## src/sra_pkg.sv

```systemverilog
// Shared constants and types for the serial register access slave
package sra_pkg;

    localparam int SRA_WORD_W = 16;
    localparam int SRA_ADDR_W = 12;
    localparam int SRA_CODE_W = 4;
    localparam int SRA_BIT_CNT_W = 4;

    // Synchronised pin lanes
    localparam int SRA_PIN_W = 3;
    localparam int SRA_PIN_SCK = 0;
    localparam int SRA_PIN_MOSI = 1;
    localparam int SRA_PIN_SEL_N = 2;
    localparam logic [2:0] SRA_PIN_IDLE = 3'h4;

    // Access codes
    localparam logic [3:0] SRA_READ_NEXT_STANDARD = 4'h0;
    localparam logic [3:0] SRA_READ_THEN_BURST = 4'h1;
    localparam logic [3:0] SRA_WRITE_READ_THEN_BURST = 4'hE;
    localparam logic [3:0] SRA_WRITE_READ_THEN_STANDARD = 4'hF;

    // Identifier register
    localparam logic [15:0] SRA_ID_RESET = 16'hABCD;
    localparam logic [11:0] SRA_ID_ADDR_DEFAULT = 12'h000;
    localparam logic [3:0] SRA_LAST_BIT = 4'hF;

    typedef enum logic [1:0] {
        SRA_IDLE = 2'b00,
        SRA_HEAD = 2'b01,
        SRA_DATA = 2'b10
    } sra_phase_type;

endpackage

```

## src/sra_link_if.sv

```systemverilog
// Synchronised pin levels and edges passed from the sampler to the core
`timescale 1ns/100ps
interface sra_link_if #(parameter int W = 3);
    logic [W-1:0] level;
    logic [W-1:0] rise;
    logic [W-1:0] fall;

    modport sampler (output level, output rise, output fall);
    modport core (input level, input rise, input fall);
endinterface

```

## src/sra_pin_sampler.sv

```systemverilog
// Three-stage pin synchroniser with agreement filter and edge finder
`timescale 1ns/100ps
module sra_pin_sampler
    import sra_pkg::*;
#(
    parameter int W = 3,
    parameter logic [W-1:0] IDLE_LEVEL = '0
) (
    // Clock and reset
    input wire logic sys_clk,
    input wire logic sys_rst,
    // Raw pins
    input wire logic [W-1:0] pins,
    // Synchronised view
    sra_link_if.sampler link
);

    typedef struct packed {
        logic [W-1:0] s1;
        logic [W-1:0] s2;
        logic [W-1:0] s3;
        logic [W-1:0] lvl;
        logic [W-1:0] rise;
        logic [W-1:0] fall;
    } sra_samp_type;

    sra_samp_type s_q;
    sra_samp_type s_d;
    logic [W-1:0] agree;

    // A change counts only once stages two and three agree
    always_comb begin
        s_d = s_q;
        agree = ~(s_q.s2 ^ s_q.s3);
        s_d.s1 = pins;
        s_d.s2 = s_q.s1;
        s_d.s3 = s_q.s2;
        s_d.lvl = (agree & s_q.s3) | (~agree & s_q.lvl);
        s_d.rise = agree & s_q.s3 & ~s_q.lvl;
        s_d.fall = agree & ~s_q.s3 & s_q.lvl;
    end

    always_ff @(posedge sys_clk) begin
        if (sys_rst) begin
            s_q <= '{s1: IDLE_LEVEL, s2: IDLE_LEVEL, s3: IDLE_LEVEL, lvl: IDLE_LEVEL,
                     rise: '0, fall: '0};
        end else begin
            s_q <= s_d;
        end
    end

    assign link.level = s_q.lvl;
    assign link.rise = s_q.rise;
    assign link.fall = s_q.fall;

endmodule // sra_pin_sampler

```

## src/sra_spi_slave.sv

```systemverilog
// Serial register access slave: framing, access codes, formats and word engine
`timescale 1ns/100ps

// Notes on behaviour
// [RULE1] Device is only a slave; host drives select low and supplies the clock.
// [RULE2] MOSI sampled on rising clock, MISO changes on falling clock, mode 0.
// [RULE3] Host frames each transaction with select; select tied low is unsupported.
// [RULE4] Registers are 16 bits wide, each selected by a 12-bit address.
// [RULE5] Host opens with a 4-bit access code then a 12-bit address.
// [RULE6] Code 0 read/std, 1 read/burst, E write-read/burst, F write-read/std.
// [RULE7] Standard read shifts the addressed word out after the address, ignoring MOSI.
// [RULE8] Write-read stores the incoming word and returns the prior contents.
// [RULE9] Standard format host waits a gap after the address before data.
// [RULE10] That gap is at least 5 us, or 7 us with repeat measuring on.
// [RULE11] Standard transactions send the identifier word first; resets to ABCD, writable.
// [RULE12] Host should check the returned identifier to verify the link.
// [RULE13] Writes to unimplemented addresses are discarded; MISO then undefined.
// [RULE14] Extra words access successive registers with an incrementing address.
// [RULE15] Host keeps a multi-word access inside one block of upper address bits.
// [RULE16] A partial word left when select rises is discarded.
// [RULE17] Host leaves an inter-word gap between last and first rising clocks.
// [RULE18] Inter-word gap is at least 250 ns.
// [RULE19] Burst reads start at the previous address; writes use the current one.
// [RULE20] Burst format sends register data from the first word, no identifier.
// [RULE21] Burst needs no address gap; buffer is preloaded between transactions.
// [RULE22] Burst only follows codes 1 or E; otherwise standard format.
// [RULE23] Burst write-read returns one more register word than is written.
// [RULE24] Burst supports a single-word read returning the previously addressed register.
// [RULE25] After reset the first transaction uses standard format.
module sra_spi_slave
    import sra_pkg::*;
#(
    parameter logic [11:0] ID_ADDR = SRA_ID_ADDR_DEFAULT
) (
    // Clock and reset
    input wire logic sys_clk,
    input wire logic sys_rst,
    // Serial pins
    input wire logic sck,
    input wire logic mosi,
    input wire logic slave_select_n,
    output logic miso,
    output logic miso_oe,
    // Register read channel
    output logic reg_rd_req,
    output logic [11:0] reg_rd_addr,
    input wire logic reg_rd_ack,
    input wire logic [15:0] reg_rd_data,
    // Register write channel
    output logic [11:0] reg_wr_addr,
    output logic [15:0] reg_wr_data,
    input wire logic reg_addr_ok,
    output logic reg_wr_en
);

    typedef struct packed {
        sra_phase_type phase;
        logic [3:0] bit_cnt;
        logic [15:0] sh_in;
        logic [15:0] sh_out;
        logic [3:0] code;
        logic [11:0] head_addr;
        logic [11:0] wa;
        logic [15:0] wd;
        logic wr_stb;
        logic [11:0] rd_ptr;
        logic [11:0] prev_addr;
        logic burst_next;
        logic burst_cur;
        logic write_mode;
        logic boundary;
        logic load_pend;
        logic [15:0] tx_buf;
        logic tx_valid;
        logic rd_pend;
        logic [11:0] rd_addr;
        logic pre_want;
        logic [15:0] id;
    } sra_core_type;

    sra_core_type s_q;
    sra_core_type s_d;
    logic [15:0] word_in;
    logic [3:0] hcode;

    sra_link_if #(.W(SRA_PIN_W)) link ();

    // [RULE1] Host-driven pins
    sra_pin_sampler #(
        .W(SRA_PIN_W),
        .IDLE_LEVEL(SRA_PIN_IDLE)
    ) u_sampler (
        .sys_clk(sys_clk),
        .sys_rst(sys_rst),
        .pins({slave_select_n, mosi, sck}),
        .link(link.sampler)
    );

    always_comb begin
        s_d = s_q;
        s_d.wr_stb = 1'b0;
        word_in = {s_q.sh_in[14:0], link.level[SRA_PIN_MOSI]};
        hcode = word_in[15:12];

        // Fetch answers; identifier lives here, the rest comes from outside
        if (s_q.rd_pend && s_q.rd_addr == ID_ADDR) begin
            s_d.rd_pend = 1'b0;
            s_d.tx_buf = s_q.id;
            s_d.tx_valid = 1'b1;
        end else if (s_q.rd_pend && reg_rd_ack) begin
            s_d.rd_pend = 1'b0;
            s_d.tx_buf = reg_rd_data;
            s_d.tx_valid = 1'b1;
        end

        // [RULE14] Next address steps after each write
        if (s_q.wr_stb) begin
            s_d.wa = s_q.wa + 12'h001;
        end

        // [RULE21] Preload between transactions, once the channel is free
        // [RULE24] Single-word burst read served from this preload
        if (s_q.pre_want && !s_d.rd_pend && s_q.phase == SRA_IDLE) begin
            s_d.pre_want = 1'b0;
            s_d.rd_pend = 1'b1;
            s_d.rd_addr = s_q.prev_addr;
            s_d.rd_ptr = s_q.prev_addr + 12'h001;
            s_d.tx_valid = 1'b0;
        end

        if (link.fall[SRA_PIN_SEL_N]) begin
            // [RULE22] Format chosen by the previous access code
            s_d.phase = SRA_HEAD;
            s_d.bit_cnt = '0;
            s_d.boundary = 1'b0;
            s_d.load_pend = 1'b0;
            s_d.burst_cur = s_q.burst_next;
            if (!s_q.burst_next) begin
                // [RULE11] Identifier word first
                s_d.sh_out = s_q.id;
            end else if (s_d.tx_valid) begin
                // [RULE20] Preloaded data goes out first
                s_d.sh_out = s_d.tx_buf;
                s_d.tx_valid = 1'b0;
            end else begin
                s_d.load_pend = 1'b1;
            end
        end else if (link.rise[SRA_PIN_SEL_N] && s_q.phase != SRA_IDLE) begin
            // [RULE16] Partial word dropped, nothing written
            s_d.phase = SRA_IDLE;
            s_d.bit_cnt = '0;
            s_d.boundary = 1'b0;
            s_d.load_pend = 1'b0;
            s_d.tx_valid = 1'b0;
            // Idle line reads low until the next frame loads a word
            s_d.sh_out = '0;
            if (s_q.phase == SRA_DATA) begin
                // [RULE6] Code picks the next format
                unique case (s_q.code)
                    SRA_READ_THEN_BURST,
                    SRA_WRITE_READ_THEN_BURST: begin
                        s_d.burst_next = 1'b1;
                    end
                    SRA_READ_NEXT_STANDARD,
                    SRA_WRITE_READ_THEN_STANDARD: begin
                        s_d.burst_next = 1'b0;
                    end
                    default: begin
                        // Reserved codes fall back to standard format
                        s_d.burst_next = 1'b0;
                    end
                endcase
                s_d.prev_addr = s_q.head_addr;
            end
            s_d.pre_want = s_d.burst_next;
        end else if (s_q.phase != SRA_IDLE) begin
            // [RULE2] Sample on rising clock
            if (link.rise[SRA_PIN_SCK]) begin
                s_d.sh_in = word_in;
                s_d.bit_cnt = s_q.bit_cnt + 4'h1;
                if (s_q.bit_cnt == SRA_LAST_BIT) begin
                    s_d.boundary = 1'b1;
                    s_d.rd_pend = 1'b1;
                    s_d.tx_valid = 1'b0;
                    if (s_q.phase == SRA_HEAD) begin
                        // [RULE5] Code then address
                        s_d.phase = SRA_DATA;
                        s_d.code = hcode;
                        s_d.head_addr = word_in[11:0];
                        s_d.wa = word_in[11:0];
                        // [RULE8] Write-read codes
                        unique case (hcode)
                            SRA_WRITE_READ_THEN_BURST,
                            SRA_WRITE_READ_THEN_STANDARD: begin
                                s_d.write_mode = 1'b1;
                            end
                            SRA_READ_NEXT_STANDARD,
                            SRA_READ_THEN_BURST: begin
                                s_d.write_mode = 1'b0;
                            end
                            default: begin
                                // Reserved codes are served as plain reads
                                s_d.write_mode = 1'b0;
                            end
                        endcase
                        if (s_q.burst_cur) begin
                            // [RULE19] Reads continue from the previous address
                            s_d.rd_addr = s_q.rd_ptr;
                            s_d.rd_ptr = s_q.rd_ptr + 12'h001;
                        end else begin
                            // [RULE7] Standard read of the given address
                            s_d.rd_addr = word_in[11:0];
                            s_d.rd_ptr = word_in[11:0] + 12'h001;
                        end
                    end else begin
                        // [RULE14] Next register per word
                        s_d.rd_addr = s_q.rd_ptr;
                        s_d.rd_ptr = s_q.rd_ptr + 12'h001;
                        if (s_q.write_mode) begin
                            // [RULE23] Write lags the read by one word in burst
                            s_d.wd = word_in;
                            // Strobe also steps the address past the identifier
                            s_d.wr_stb = 1'b1;
                            if (s_q.wa == ID_ADDR) begin
                                s_d.id = word_in;
                            end
                        end
                    end
                end
            end

            // [RULE2] Change MISO on falling clock
            if (link.fall[SRA_PIN_SCK]) begin
                if (s_q.boundary) begin
                    s_d.boundary = 1'b0;
                    if (s_d.tx_valid) begin
                        s_d.sh_out = s_d.tx_buf;
                        s_d.tx_valid = 1'b0;
                    end else begin
                        s_d.load_pend = 1'b1;
                    end
                end else begin
                    s_d.sh_out = {s_q.sh_out[14:0], 1'b0};
                end
            end else if (s_q.load_pend && s_d.tx_valid) begin
                // [RULE9] Late fetch is placed during the host's gap
                s_d.sh_out = s_d.tx_buf;
                s_d.tx_valid = 1'b0;
                s_d.load_pend = 1'b0;
            end
        end
    end

    always_ff @(posedge sys_clk) begin
        if (sys_rst) begin
            s_q <= '0;
            // [RULE11] Identifier reset value
            s_q.id <= SRA_ID_RESET;
            // [RULE25] First transaction is standard
            s_q.burst_next <= 1'b0;
            s_q.phase <= SRA_IDLE;
        end else begin
            s_q <= s_d;
        end
    end

    // [RULE4] Word and address widths on the register side
    assign reg_rd_req = s_q.rd_pend && (s_q.rd_addr != ID_ADDR);
    assign reg_rd_addr = s_q.rd_addr;
    assign reg_wr_addr = s_q.wa;
    assign reg_wr_data = s_q.wd;
    // [RULE13] Unimplemented addresses take no write
    assign reg_wr_en = s_q.wr_stb && reg_addr_ok && (s_q.wa != ID_ADDR);

    assign miso = s_q.sh_out[15];
    assign miso_oe = (s_q.phase != SRA_IDLE);

endmodule // sra_spi_slave

```

## config.mk

```make
export PLATFORM = sky130hd
export DESIGN_NAME = sra_spi_slave
export DESIGN_NICKNAME = d
export VERILOG_FILES = /design/src/sra_pkg.sv /design/src/sra_link_if.sv /design/src/sra_pin_sampler.sv /design/src/sra_spi_slave.sv
export SDC_FILE = /design/constraint.sdc
export NUM_CORES = 1
export LEC_CHECK = 0
export ABC_CLOCK_PERIOD_IN_PS = 4100
export BUFFER_PORTS_ARGS = -buffer_cell sky130_fd_sc_hd__buf_4
export CORE_MARGIN = 1.5
export CORE_UTILIZATION = 32
export DETAILED_ROUTE_END_ITERATION = 10
export PLACE_DENSITY = 0.53
export SYNTH_ARGS = -nofsm -noshare
export SYNTH_HDL_FRONTEND = slang
export SYNTH_SLANG_ARGS = --single-unit
```

## constraint.sdc

```tcl
create_clock -name sys_clk -period 4.1 [get_ports sys_clk]
set_input_delay 0.615 -clock sys_clk [delete_from_list [all_inputs] [get_ports sys_clk]]
set_output_delay 0.615 -clock sys_clk [all_outputs]
set_load 0.02 [all_outputs]
```

==> flow_results.xml, run 1 <==
<?xml version="1.0" encoding="UTF-8"?>
<metrics>
  <group name="power">
    <metric name="netSwitchingFraction" unit="%">24.0</metric>
    <metric name="share_seq_of_total_power" unit="%">50.0</metric>
    <metric name="share_clk_of_total_power" unit="%">48.2</metric>
    <metric name="power_switching" unit="µW">814</metric>
    <metric name="power.combinational.fraction" unit="%">1.8</metric>
    <metric name="internal_power" unit="µW">2580</metric>
    <metric name="peakVddDrop" unit="V">0.000220</metric>
    <metric name="power.static_leakage" unit="µW">0.00365</metric>
    <metric name="cellPowerDensity" unit="nW/µm²">353</metric>
  </group>
  <group name="floorplan">
    <metric name="core.rowCount" unit="">59</metric>
    <metric name="die-width" unit="µm">167</metric>
    <metric name="fp.dieArea" unit="µm²">27700</metric>
    <metric name="placeableCoreArea" unit="µm²">26100</metric>
    <metric name="chipHeight" unit="µm">167</metric>
    <metric name="initial_utilization" unit="%">32.8</metric>
    <metric name="pin_count" unit="">67</metric>
  </group>
  <group name="timing">
    <metric name="fmax" unit="MHz">325</metric>
    <metric name="final_hold_viol_count" unit="">0</metric>
    <metric name="worst_slew_margin_rel" unit="%">37.8</metric>
    <metric name="part_of_the_cycle_the_worst_path_needs" unit="%">75.1</metric>
    <metric name="totalNegativeSetupSlack" unit="ns">0</metric>
    <metric name="final_critical_path_setup_slack" unit="ns">1.02</metric>
    <metric name="period_minus_slack" unit="ns">3.08</metric>
    <metric name="finClkSkew" unit="ns">0.0165</metric>
    <metric name="slew_violations" unit="">0</metric>
    <metric name="grt_setup_unrepaired" unit="">no</metric>
    <metric name="tightestPinTransition" unit="ns">0.930</metric>
    <metric name="setup_viol" unit="">0</metric>
  </group>
  <group name="global_route">
    <metric name="initial_antenna_violation_count" unit="">0</metric>
    <metric name="first_global_vias" unit="">6678</metric>
    <metric name="grt_usage" unit="%">17.1</metric>
    <metric name="pin_count_of_the_biggest_net_entering_global_routing" unit="">79</metric>
    <metric name="global_route_wire_length_before_repair" unit="µm">37800</metric>
    <metric name="grt_remaining_overflow" unit="">0</metric>
  </group>
  <group name="synth">
    <metric name="postSynthRegisterBits" unit="">174</metric>
    <metric name="synthesis.area" unit="µm²">8560</metric>
    <metric name="async_reset_ff_share" unit="%">0</metric>
    <metric name="seq_area_frac_synth" unit="%">40.7</metric>
    <metric name="postSynthAreaPerCell" unit="µm²">8.47</metric>
    <metric name="ys_types" unit="">54</metric>
    <metric name="synth_fp_nets" unit="">1043</metric>
    <metric name="post_synth_inst_count" unit="">1010</metric>
    <metric name="synth_enable_flop_cells" unit="">0</metric>
    <metric name="synth-warning-count" unit="">0</metric>
    <metric name="synth_flop_cell" unit="">dfxtp_1</metric>
  </group>
  <group name="cells_and_area">
    <metric name="layout-drive-gt1-share" unit="%">16.7</metric>
    <metric name="antenna_cells_inserted" unit="">0</metric>
    <metric name="layout_commonest_cell" unit="">dfxtp_1</metric>
    <metric name="syn2layout_area_growth" unit="%">12.2</metric>
    <metric name="fillerInstances" unit="">2742</metric>
    <metric name="most-common-layout-cells" unit="">dfxtp_1 (174), nand2_1 (132), nor2_1 (101)</metric>
    <metric name="fin_nets" unit="">1032</metric>
  </group>
  <group name="clock_network">
    <metric name="root_buffer" unit="">clkbuf_16</metric>
    <metric name="tritoncts_num_sinks" unit="">174</metric>
    <metric name="clock_tree_from_tritoncts" unit="">built</metric>
    <metric name="cts_hold_repair.buffers" unit="">0</metric>
    <metric name="clk_pin_slew_worst_paths" unit="ns">0.08</metric>
    <metric name="cts_made_buffers" unit="">17</metric>
    <metric name="insertion_delay" unit="ns">0.45</metric>
    <metric name="ctsHtreeMaxLevel" unit="">4</metric>
    <metric name="clock_tree.buffer_depth" unit="">2</metric>
    <metric name="post_cts.repair.setup_buffers" unit="">0</metric>
    <metric name="cts.repair.resized" unit="">0</metric>
  </group>
  <group name="setup_path">
    <metric name="end_kind" unit="">primary output</metric>
    <metric name="cp_slowest_stage_delay" unit="ns">0.65</metric>
    <metric name="reg2reg_from" unit="">u_sampler.link.fall[2]</metric>
    <metric name="worstPathBufferInverterCount" unit="">1</metric>
    <metric name="timing.critical_path.arrival" unit="ns">2.46</metric>
    <metric name="critPathTopFamily" unit="">simple AND/OR/NAND/NOR gates</metric>
    <metric name="setup.worst_path.start_class" unit="">register</metric>
    <metric name="critPathSlowestCell" unit="">nand4_1</metric>
    <metric name="cp-startpoint" unit="">reg_wr_addr[8]</metric>
    <metric name="critPathMaxFanout" unit="">13</metric>
    <metric name="path_class" unit="">register to primary output</metric>
    <metric name="crit_chain" unit="">nor4_1 -&gt; nand4_1 -&gt; and3_1 -&gt; buf_4</metric>
    <metric name="required" unit="ns">3.48</metric>
  </group>
  <group name="placed_design">
    <metric name="dp_hpwl" unit="µm">15600</metric>
    <metric name="finalWeightedCongestion" unit="">0.811</metric>
    <metric name="post_place_setup_slack" unit="ns">1.32</metric>
    <metric name="portBuffers" unit="">66</metric>
  </group>
  <group name="route">
    <metric name="post_drt_via_cell_ratio" unit="">5.23</metric>
    <metric name="detail_route.wirelength" unit="µm">23200</metric>
    <metric name="route.antenna.remaining_nets" unit="">0</metric>
    <metric name="drt_pass1_iterations" unit="">11</metric>
    <metric name="total_number_of_vias" unit="">7049</metric>
    <metric name="drc" unit="">3</metric>
    <metric name="avgRoutedWirePerCell" unit="µm">17.2</metric>
    <metric name="drt_first_iter_violations" unit="">561</metric>
  </group>
  <group name="run_status">
    <metric name="outcome" unit="">finished with violations</metric>
    <metric name="failed_checks" unit="">design-rule violations</metric>
  </group>
  <group name="run">
    <metric name="maxCapViolCount" unit="">0</metric>
  </group>
  <group name="min_path">
    <metric name="min_path_type" unit="">primary input to register</metric>
    <metric name="worst_min_path_start" unit="">slave_select_n</metric>
  </group>
</metrics>
## registers in the layout, summed over array words and instances (netlist names), named ones only
register             count
u_sampler.s_d            6
s_q                    113
u_sampler.s_q            3
reg_wr_data             16
reg_wr_addr             12
reg_rd_addr             12
u_sampler.link.fall      2
u_sampler.link.rise      2
hcode                    4
miso                     1
## worst paths after layout
check,endpoint,slack [ns],cells past startpoint
min,u_sampler.s_d[14],0.37,2
min reg2reg,u_sampler.s_d[11],0.42,1
max reg2reg,s_q[12],1.35,7
max,reg_wr_en,1.02,4
## worst register-to-register path, stage by stage, from the launching register on
cell and delay, ns:
dfxtp_1 0.52, buf_4 0.30, nor2b_1 0.18, nand4_1 0.75, nor2_1 0.39, buf_4 0.23, mux2i_1 0.20, nor2_1 0.05
## layout make-up
class	instances	area [µm²]	area share, %
clock buffers	17	425	4.43
clock inverters	15	159	1.65
inverters	16	60.1	0.625
multi-input cells	705	4420	46.0
flip-flops and latches	174	3480	36.3
well taps	335	419	4.36
repair buffers	85	638	6.64
## layer usage
metal | track usage, % | part of all wire, % | vias to the layer above
met5 | 0 | 0 | -
met4 | 5.06 | 0.95 | 0
met3 | 2.88 | 4.8 | 17
met2 | 24.7 | 42 | 182
met1 | 25.8 | 52 | 3346
li1 | - | - | 3504
## power by group through the flow
| stage | clock, µW | combinational (µW) | sequential [µW] |
|---|---|---|---|
| final | 1630 | 60.3 | 1700 |
| after global routing | 1750 | 66.8 | 1700 |
| after CTS | 1670 | 60.9 | 1700 |
| after detailed placement | 0 | 60.5 | 1740 |
| after global placement | 0 | 60.5 | 1740 |
| after floorplan | 0 | 33.9 | 1730 |
## metrics by stage
step           cells  hold slack, ns  cell area (µm²)  power [µW]  util [%]
2_1_floorplan   1010           0.389             8560        1770         -
5_1_grt         1347           0.359             9610        3510      36.8
3_3_place_gp    1315           0.395             9020        1800      34.5
4_1_cts         1347           0.351             9610        3420      36.8
6_report        1347           0.370             9610        3390      36.8
3_5_place_dp    1315           0.399             9020        1800      34.5
## synthesized netlist by cell type, types with 8 or more instances
cell | instances | share of area, %
mux2i_1 | 43 | 5.0
dfxtp_1 | 174 | 41
nor2_1 | 101 | 4.4
or2_2 | 13 | 0.95
a222oi_1 | 15 | 1.8
a311oi_1 | 15 | 1.5
a21oi_1 | 74 | 4.3
buf_2 | 13 | 0.76
nor2b_1 | 18 | 1.3
nand2_1 | 132 | 5.8
o21ai_0 | 22 | 1.3
o221ai_1 | 11 | 1.1
ha_1 | 10 | 1.5
a211oi_1 | 13 | 1.1
nand3_1 | 23 | 1.3
xor2_1 | 15 | 1.5
nor4_1 | 11 | 0.80
xnor2_1 | 25 | 2.6
nand4_1 | 18 | 1.3
and2_1 | 8 | 0.58
clkbuf_1 | 60 | 2.6
nor3_1 | 30 | 1.8
and3_1 | 12 | 0.88
or3_1 | 12 | 0.88
inv_1 | 15 | 0.66
buf_4 | 40 | 3.5
mux2_2 | 24 | 3.2
## logic make-up after synthesis
family,count (synthesis),synth area share [%]
simple gates,405,23.1
buf+inv,131,7.69
mux,67,8.19
flops,174,40.7
compound gates,183,14.8
fa+ha+maj,10,1.46
xor+xnor,40,4.09
No activity file was read; power rests on OpenSTA's default activity.
==> inputs of run 2 (changes only) <==
- ABC_AREA: unset -> 1
- ABC_CLOCK_PERIOD_IN_PS: 4100 -> 3100
- clock period: 4.1 -> 3.1 ns (I/O delays scaled with it)
==> flow_results.xml, run 2 <==
<?xml version="1.0" encoding="UTF-8"?>
<metrics>
  <group name="setup_path">
    <metric name="required" unit="ns">2.63</metric>
    <metric name="setup.worst_path.start_class" unit="">register</metric>
    <metric name="cp_slowest_stage_delay" unit="ns">0.36</metric>
    <metric name="crit_chain" unit="">inv_1 -&gt; ha_1 -&gt; nor3b_1 -&gt; nand4_1 -&gt; and3_1 -&gt; buf_4</metric>
    <metric name="worstPathBufferInverterCount" unit="">2</metric>
    <metric name="timing.critical_path.arrival" unit="ns">1.98</metric>
    <metric name="critPathSlowestCell" unit="">dfxtp_1</metric>
    <metric name="critPathMaxFanout" unit="">5</metric>
    <metric name="end_kind" unit="">primary output</metric>
    <metric name="critPathTopFamily" unit="">simple AND/OR/NAND/NOR gates</metric>
    <metric name="path_class" unit="">register to primary output</metric>
  </group>
  <group name="synth">
    <metric name="synth_enable_flop_cells" unit="">0</metric>
    <metric name="postSynthRegisterBits" unit="">174</metric>
    <metric name="seq_area_frac_synth" unit="%">40.4</metric>
    <metric name="synthXorXnorAreaFrac" unit="%">2.13</metric>
    <metric name="synth_fa_ha_area_share" unit="%">1.45</metric>
    <metric name="ys_types" unit="">48</metric>
    <metric name="synth.top_cells.by_area" unit="">dfxtp_1 (40%), nand2_1 (8.5%), a21oi_1 (7.5%)</metric>
    <metric name="portion_of_netlist_area_occupied_by_mux_cells" unit="%">0</metric>
    <metric name="postSynthAreaPerCell" unit="µm²">7.06</metric>
    <metric name="synthesis.area" unit="µm²">8630</metric>
    <metric name="synth_flop_cell" unit="">dfxtp_1</metric>
    <metric name="synth_area_in_simple_gates" unit="%">24.1</metric>
    <metric name="synth-compound-area-share" unit="%">19.3</metric>
    <metric name="synth_largest_area_cell" unit="">dfxtp_1</metric>
    <metric name="synth_fp_nets" unit="">1256</metric>
    <metric name="post-synth-top-count-cell" unit="">nand2_1</metric>
    <metric name="synth_top_family_by_area" unit="">simple AND/OR/NAND/NOR gates</metric>
    <metric name="synth-warning-count" unit="">0</metric>
    <metric name="post_synth_inst_count" unit="">1223</metric>
    <metric name="yosys-top-cells-count" unit="">nand2_1 (196), dfxtp_1 (174), nor2_1 (163), inv_1 (133), a21oi_1 (130)</metric>
    <metric name="synth_largest_type_area_fraction" unit="%">40.4</metric>
    <metric name="async_reset_ff_share" unit="%">0</metric>
  </group>
  <group name="route">
    <metric name="avgRoutedWirePerCell" unit="µm">16.3</metric>
    <metric name="drt_pass1_iterations" unit="">5</metric>
    <metric name="drc" unit="">0</metric>
    <metric name="total_number_of_vias" unit="">7909</metric>
    <metric name="route.antenna.remaining_nets" unit="">0</metric>
    <metric name="detail_route.wirelength" unit="µm">25600</metric>
    <metric name="drt_first_iter_violations" unit="">772</metric>
    <metric name="post_drt_via_cell_ratio" unit="">5.03</metric>
  </group>
  <group name="placed_design">
    <metric name="detailed_place.area" unit="µm²">9120</metric>
    <metric name="portBuffers" unit="">66</metric>
    <metric name="finalWeightedCongestion" unit="">0.887</metric>
    <metric name="dp_hpwl" unit="µm">18100</metric>
  </group>
  <group name="power">
    <metric name="report.power.total" unit="µW">4440</metric>
    <metric name="power.static_leakage" unit="µW">0.00396</metric>
    <metric name="peakVddDrop" unit="V">0.000293</metric>
    <metric name="cellPowerDensity" unit="nW/µm²">459</metric>
  </group>
  <group name="floorplan">
    <metric name="pin_count" unit="">67</metric>
    <metric name="fp.dieArea" unit="µm²">28000</metric>
    <metric name="chipHeight" unit="µm">167</metric>
    <metric name="initial_utilization" unit="%">32.8</metric>
    <metric name="core.rowCount" unit="">59</metric>
    <metric name="die-width" unit="µm">167</metric>
    <metric name="placeableCoreArea" unit="µm²">26300</metric>
  </group>
  <group name="clock_network">
    <metric name="clock_tree_from_tritoncts" unit="">built</metric>
    <metric name="post_cts.repair.setup_buffers" unit="">0</metric>
    <metric name="clk_pin_slew_worst_paths" unit="ns">0.07</metric>
    <metric name="insertion_delay" unit="ns">0.44</metric>
    <metric name="cts_hold_repair.buffers" unit="">0</metric>
    <metric name="root_buffer" unit="">clkbuf_16</metric>
    <metric name="ctsHtreeMaxLevel" unit="">4</metric>
    <metric name="clock_tree.buffer_depth" unit="">2</metric>
    <metric name="cts.repair.resized" unit="">0</metric>
    <metric name="cts_made_buffers" unit="">17</metric>
    <metric name="tritoncts_num_sinks" unit="">174</metric>
  </group>
  <group name="timing">
    <metric name="setup_viol" unit="">0</metric>
    <metric name="final_hold_viol_count" unit="">0</metric>
    <metric name="totalNegativeSetupSlack" unit="ns">0</metric>
    <metric name="tightestPinTransition" unit="ns">1.00</metric>
    <metric name="worst_slew_margin_rel" unit="%">32.8</metric>
    <metric name="finClkSkew" unit="ns">0.0126</metric>
    <metric name="slew_violations" unit="">0</metric>
    <metric name="grt_setup_unrepaired" unit="">no</metric>
    <metric name="part_of_the_cycle_the_worst_path_needs" unit="%">78.8</metric>
    <metric name="period_minus_slack" unit="ns">2.44</metric>
    <metric name="fmax" unit="MHz">410</metric>
  </group>
  <group name="cells_and_area">
    <metric name="register_area" unit="µm²">3480</metric>
    <metric name="layout_commonest_cell" unit="">nand2_1</metric>
    <metric name="largest_register_ff_count" unit="">113</metric>
    <metric name="fin_nets" unit="">1259</metric>
    <metric name="syn2layout_area_growth" unit="%">12.1</metric>
    <metric name="most-common-layout-cells" unit="">nand2_1 (196), dfxtp_1 (174), nor2_1 (163)</metric>
    <metric name="top_register" unit="">s_q</metric>
    <metric name="multi_input_comb_area" unit="µm²">4060</metric>
    <metric name="layout-drive-gt1-share" unit="%">11.6</metric>
    <metric name="fillerInstances" unit="">2803</metric>
    <metric name="antenna_cells_inserted" unit="">0</metric>
    <metric name="layout.cell_area.non_filler" unit="µm²">9680</metric>
  </group>
  <group name="global_route">
    <metric name="pin_count_of_the_biggest_net_entering_global_routing" unit="">40</metric>
    <metric name="gr-usage-met1" unit="%">27.6</metric>
    <metric name="initial_antenna_violation_count" unit="">0</metric>
    <metric name="global_route.peak_usage_layer" unit="">met1</metric>
    <metric name="first_global_vias" unit="">7351</metric>
    <metric name="grt_util_met2" unit="%">27.0</metric>
    <metric name="grt_remaining_overflow" unit="">0</metric>
    <metric name="global_route_wire_length_before_repair" unit="µm">41200</metric>
    <metric name="grt_usage" unit="%">18.5</metric>
    <metric name="groute.layer.met3.usage" unit="%">2.79</metric>
  </group>
  <group name="run">
    <metric name="maxCapViolCount" unit="">0</metric>
  </group>
  <group name="run_status">
    <metric name="outcome" unit="">complete, no violations</metric>
  </group>
  <group name="min_path">
    <metric name="min_path_type" unit="">primary input to register</metric>
  </group>
</metrics>
[run 2: changes by cell type after synthesis, moves of 20 or more]
cell      previous run  this run
a21oi_1             74       130
clkbuf_1            60        38
inv_1               15       133
mux2_2              24         0
mux2i_1             43         0
nand2_1            132       196
nand3_1             23        46
nor2_1             101       163
nor3_1              30         7
o21ai_0             22       119
xnor2_1             25         5
[run 2: layer usage]
layer | vias up | routed length [µm] | share of wire [%]
li1 | 3998 | - | -
met4 | 0 | 587 | 2.3
met1 | 3605 | 13100 | 51
met3 | 45 | 1460 | 5.7
met5 | - | 0 | 0
met2 | 261 | 10500 | 41
[run 2: kinds of logic after synthesis]
family / count (synthesis)
xor+xnor: 21
flops: 174
simple gates: 475
buf+inv: 239
fa+ha+maj: 10
compound gates: 304
[run 2: where the power goes]
group	internal, µW	switching [µW]	leakage, µW	total [µW]
combinational	40.2	68.8	0.00230	109
clock	1120	975	0.000258	2090
sequential	2240	3.43	0.00140	2240
total	3400	1050	0.00396	4440
[run 2: path summary, 6_finish.rpt]
| check | end | from | cells after the start | slack (ns) |
|---|---|---|---|---|
| setup / recovery | reg_wr_en | reg_wr_addr[0] | 6 | 0.66 |
| hold / removal | u_sampler.s_d[14] | slave_select_n | 2 | 0.22 |
| hold reg to reg | u_sampler.s_d[10] | u_sampler.s_d[13] | 2 | 0.40 |
| setup reg to reg | s_q[71] | reg_rd_addr[11] | 12 | 0.72 |
[run 2: final cells by class]
type	count	area share, %
multi-input cells	810	41.9
flip-flops and latches	174	36.0
repair buffers	83	6.57
inverters	140	5.43
clock buffers	17	4.40
well taps	335	4.33
clock inverters	14	1.38
[run 2: per-stage QoR]
| stage | utilization [%] | worst slack [ns] | hold slack [ns] | std cells |
|---|---|---|---|---|
| 2_1_floorplan | - | 1.32 | 0.388 | 1223 |
| 3_3_place_gp | 34.7 | 0.756 | 0.396 | 1542 |
| 3_5_place_dp | 34.7 | 0.728 | 0.396 | 1542 |
| 4_1_cts | 36.8 | 0.636 | 0.201 | 1573 |
| 5_1_grt | 36.8 | 0.481 | 0.208 | 1573 |
| 6_report | 36.8 | 0.658 | 0.216 | 1573 |
[run 2: worst reg2reg max path: cells and delay by family, from the launching register on]
kind	cells	cell delay [ns]
buf+inv	2	0.54
simple gates	8	1.10
flops	1	0.35
compound gates	2	0.32
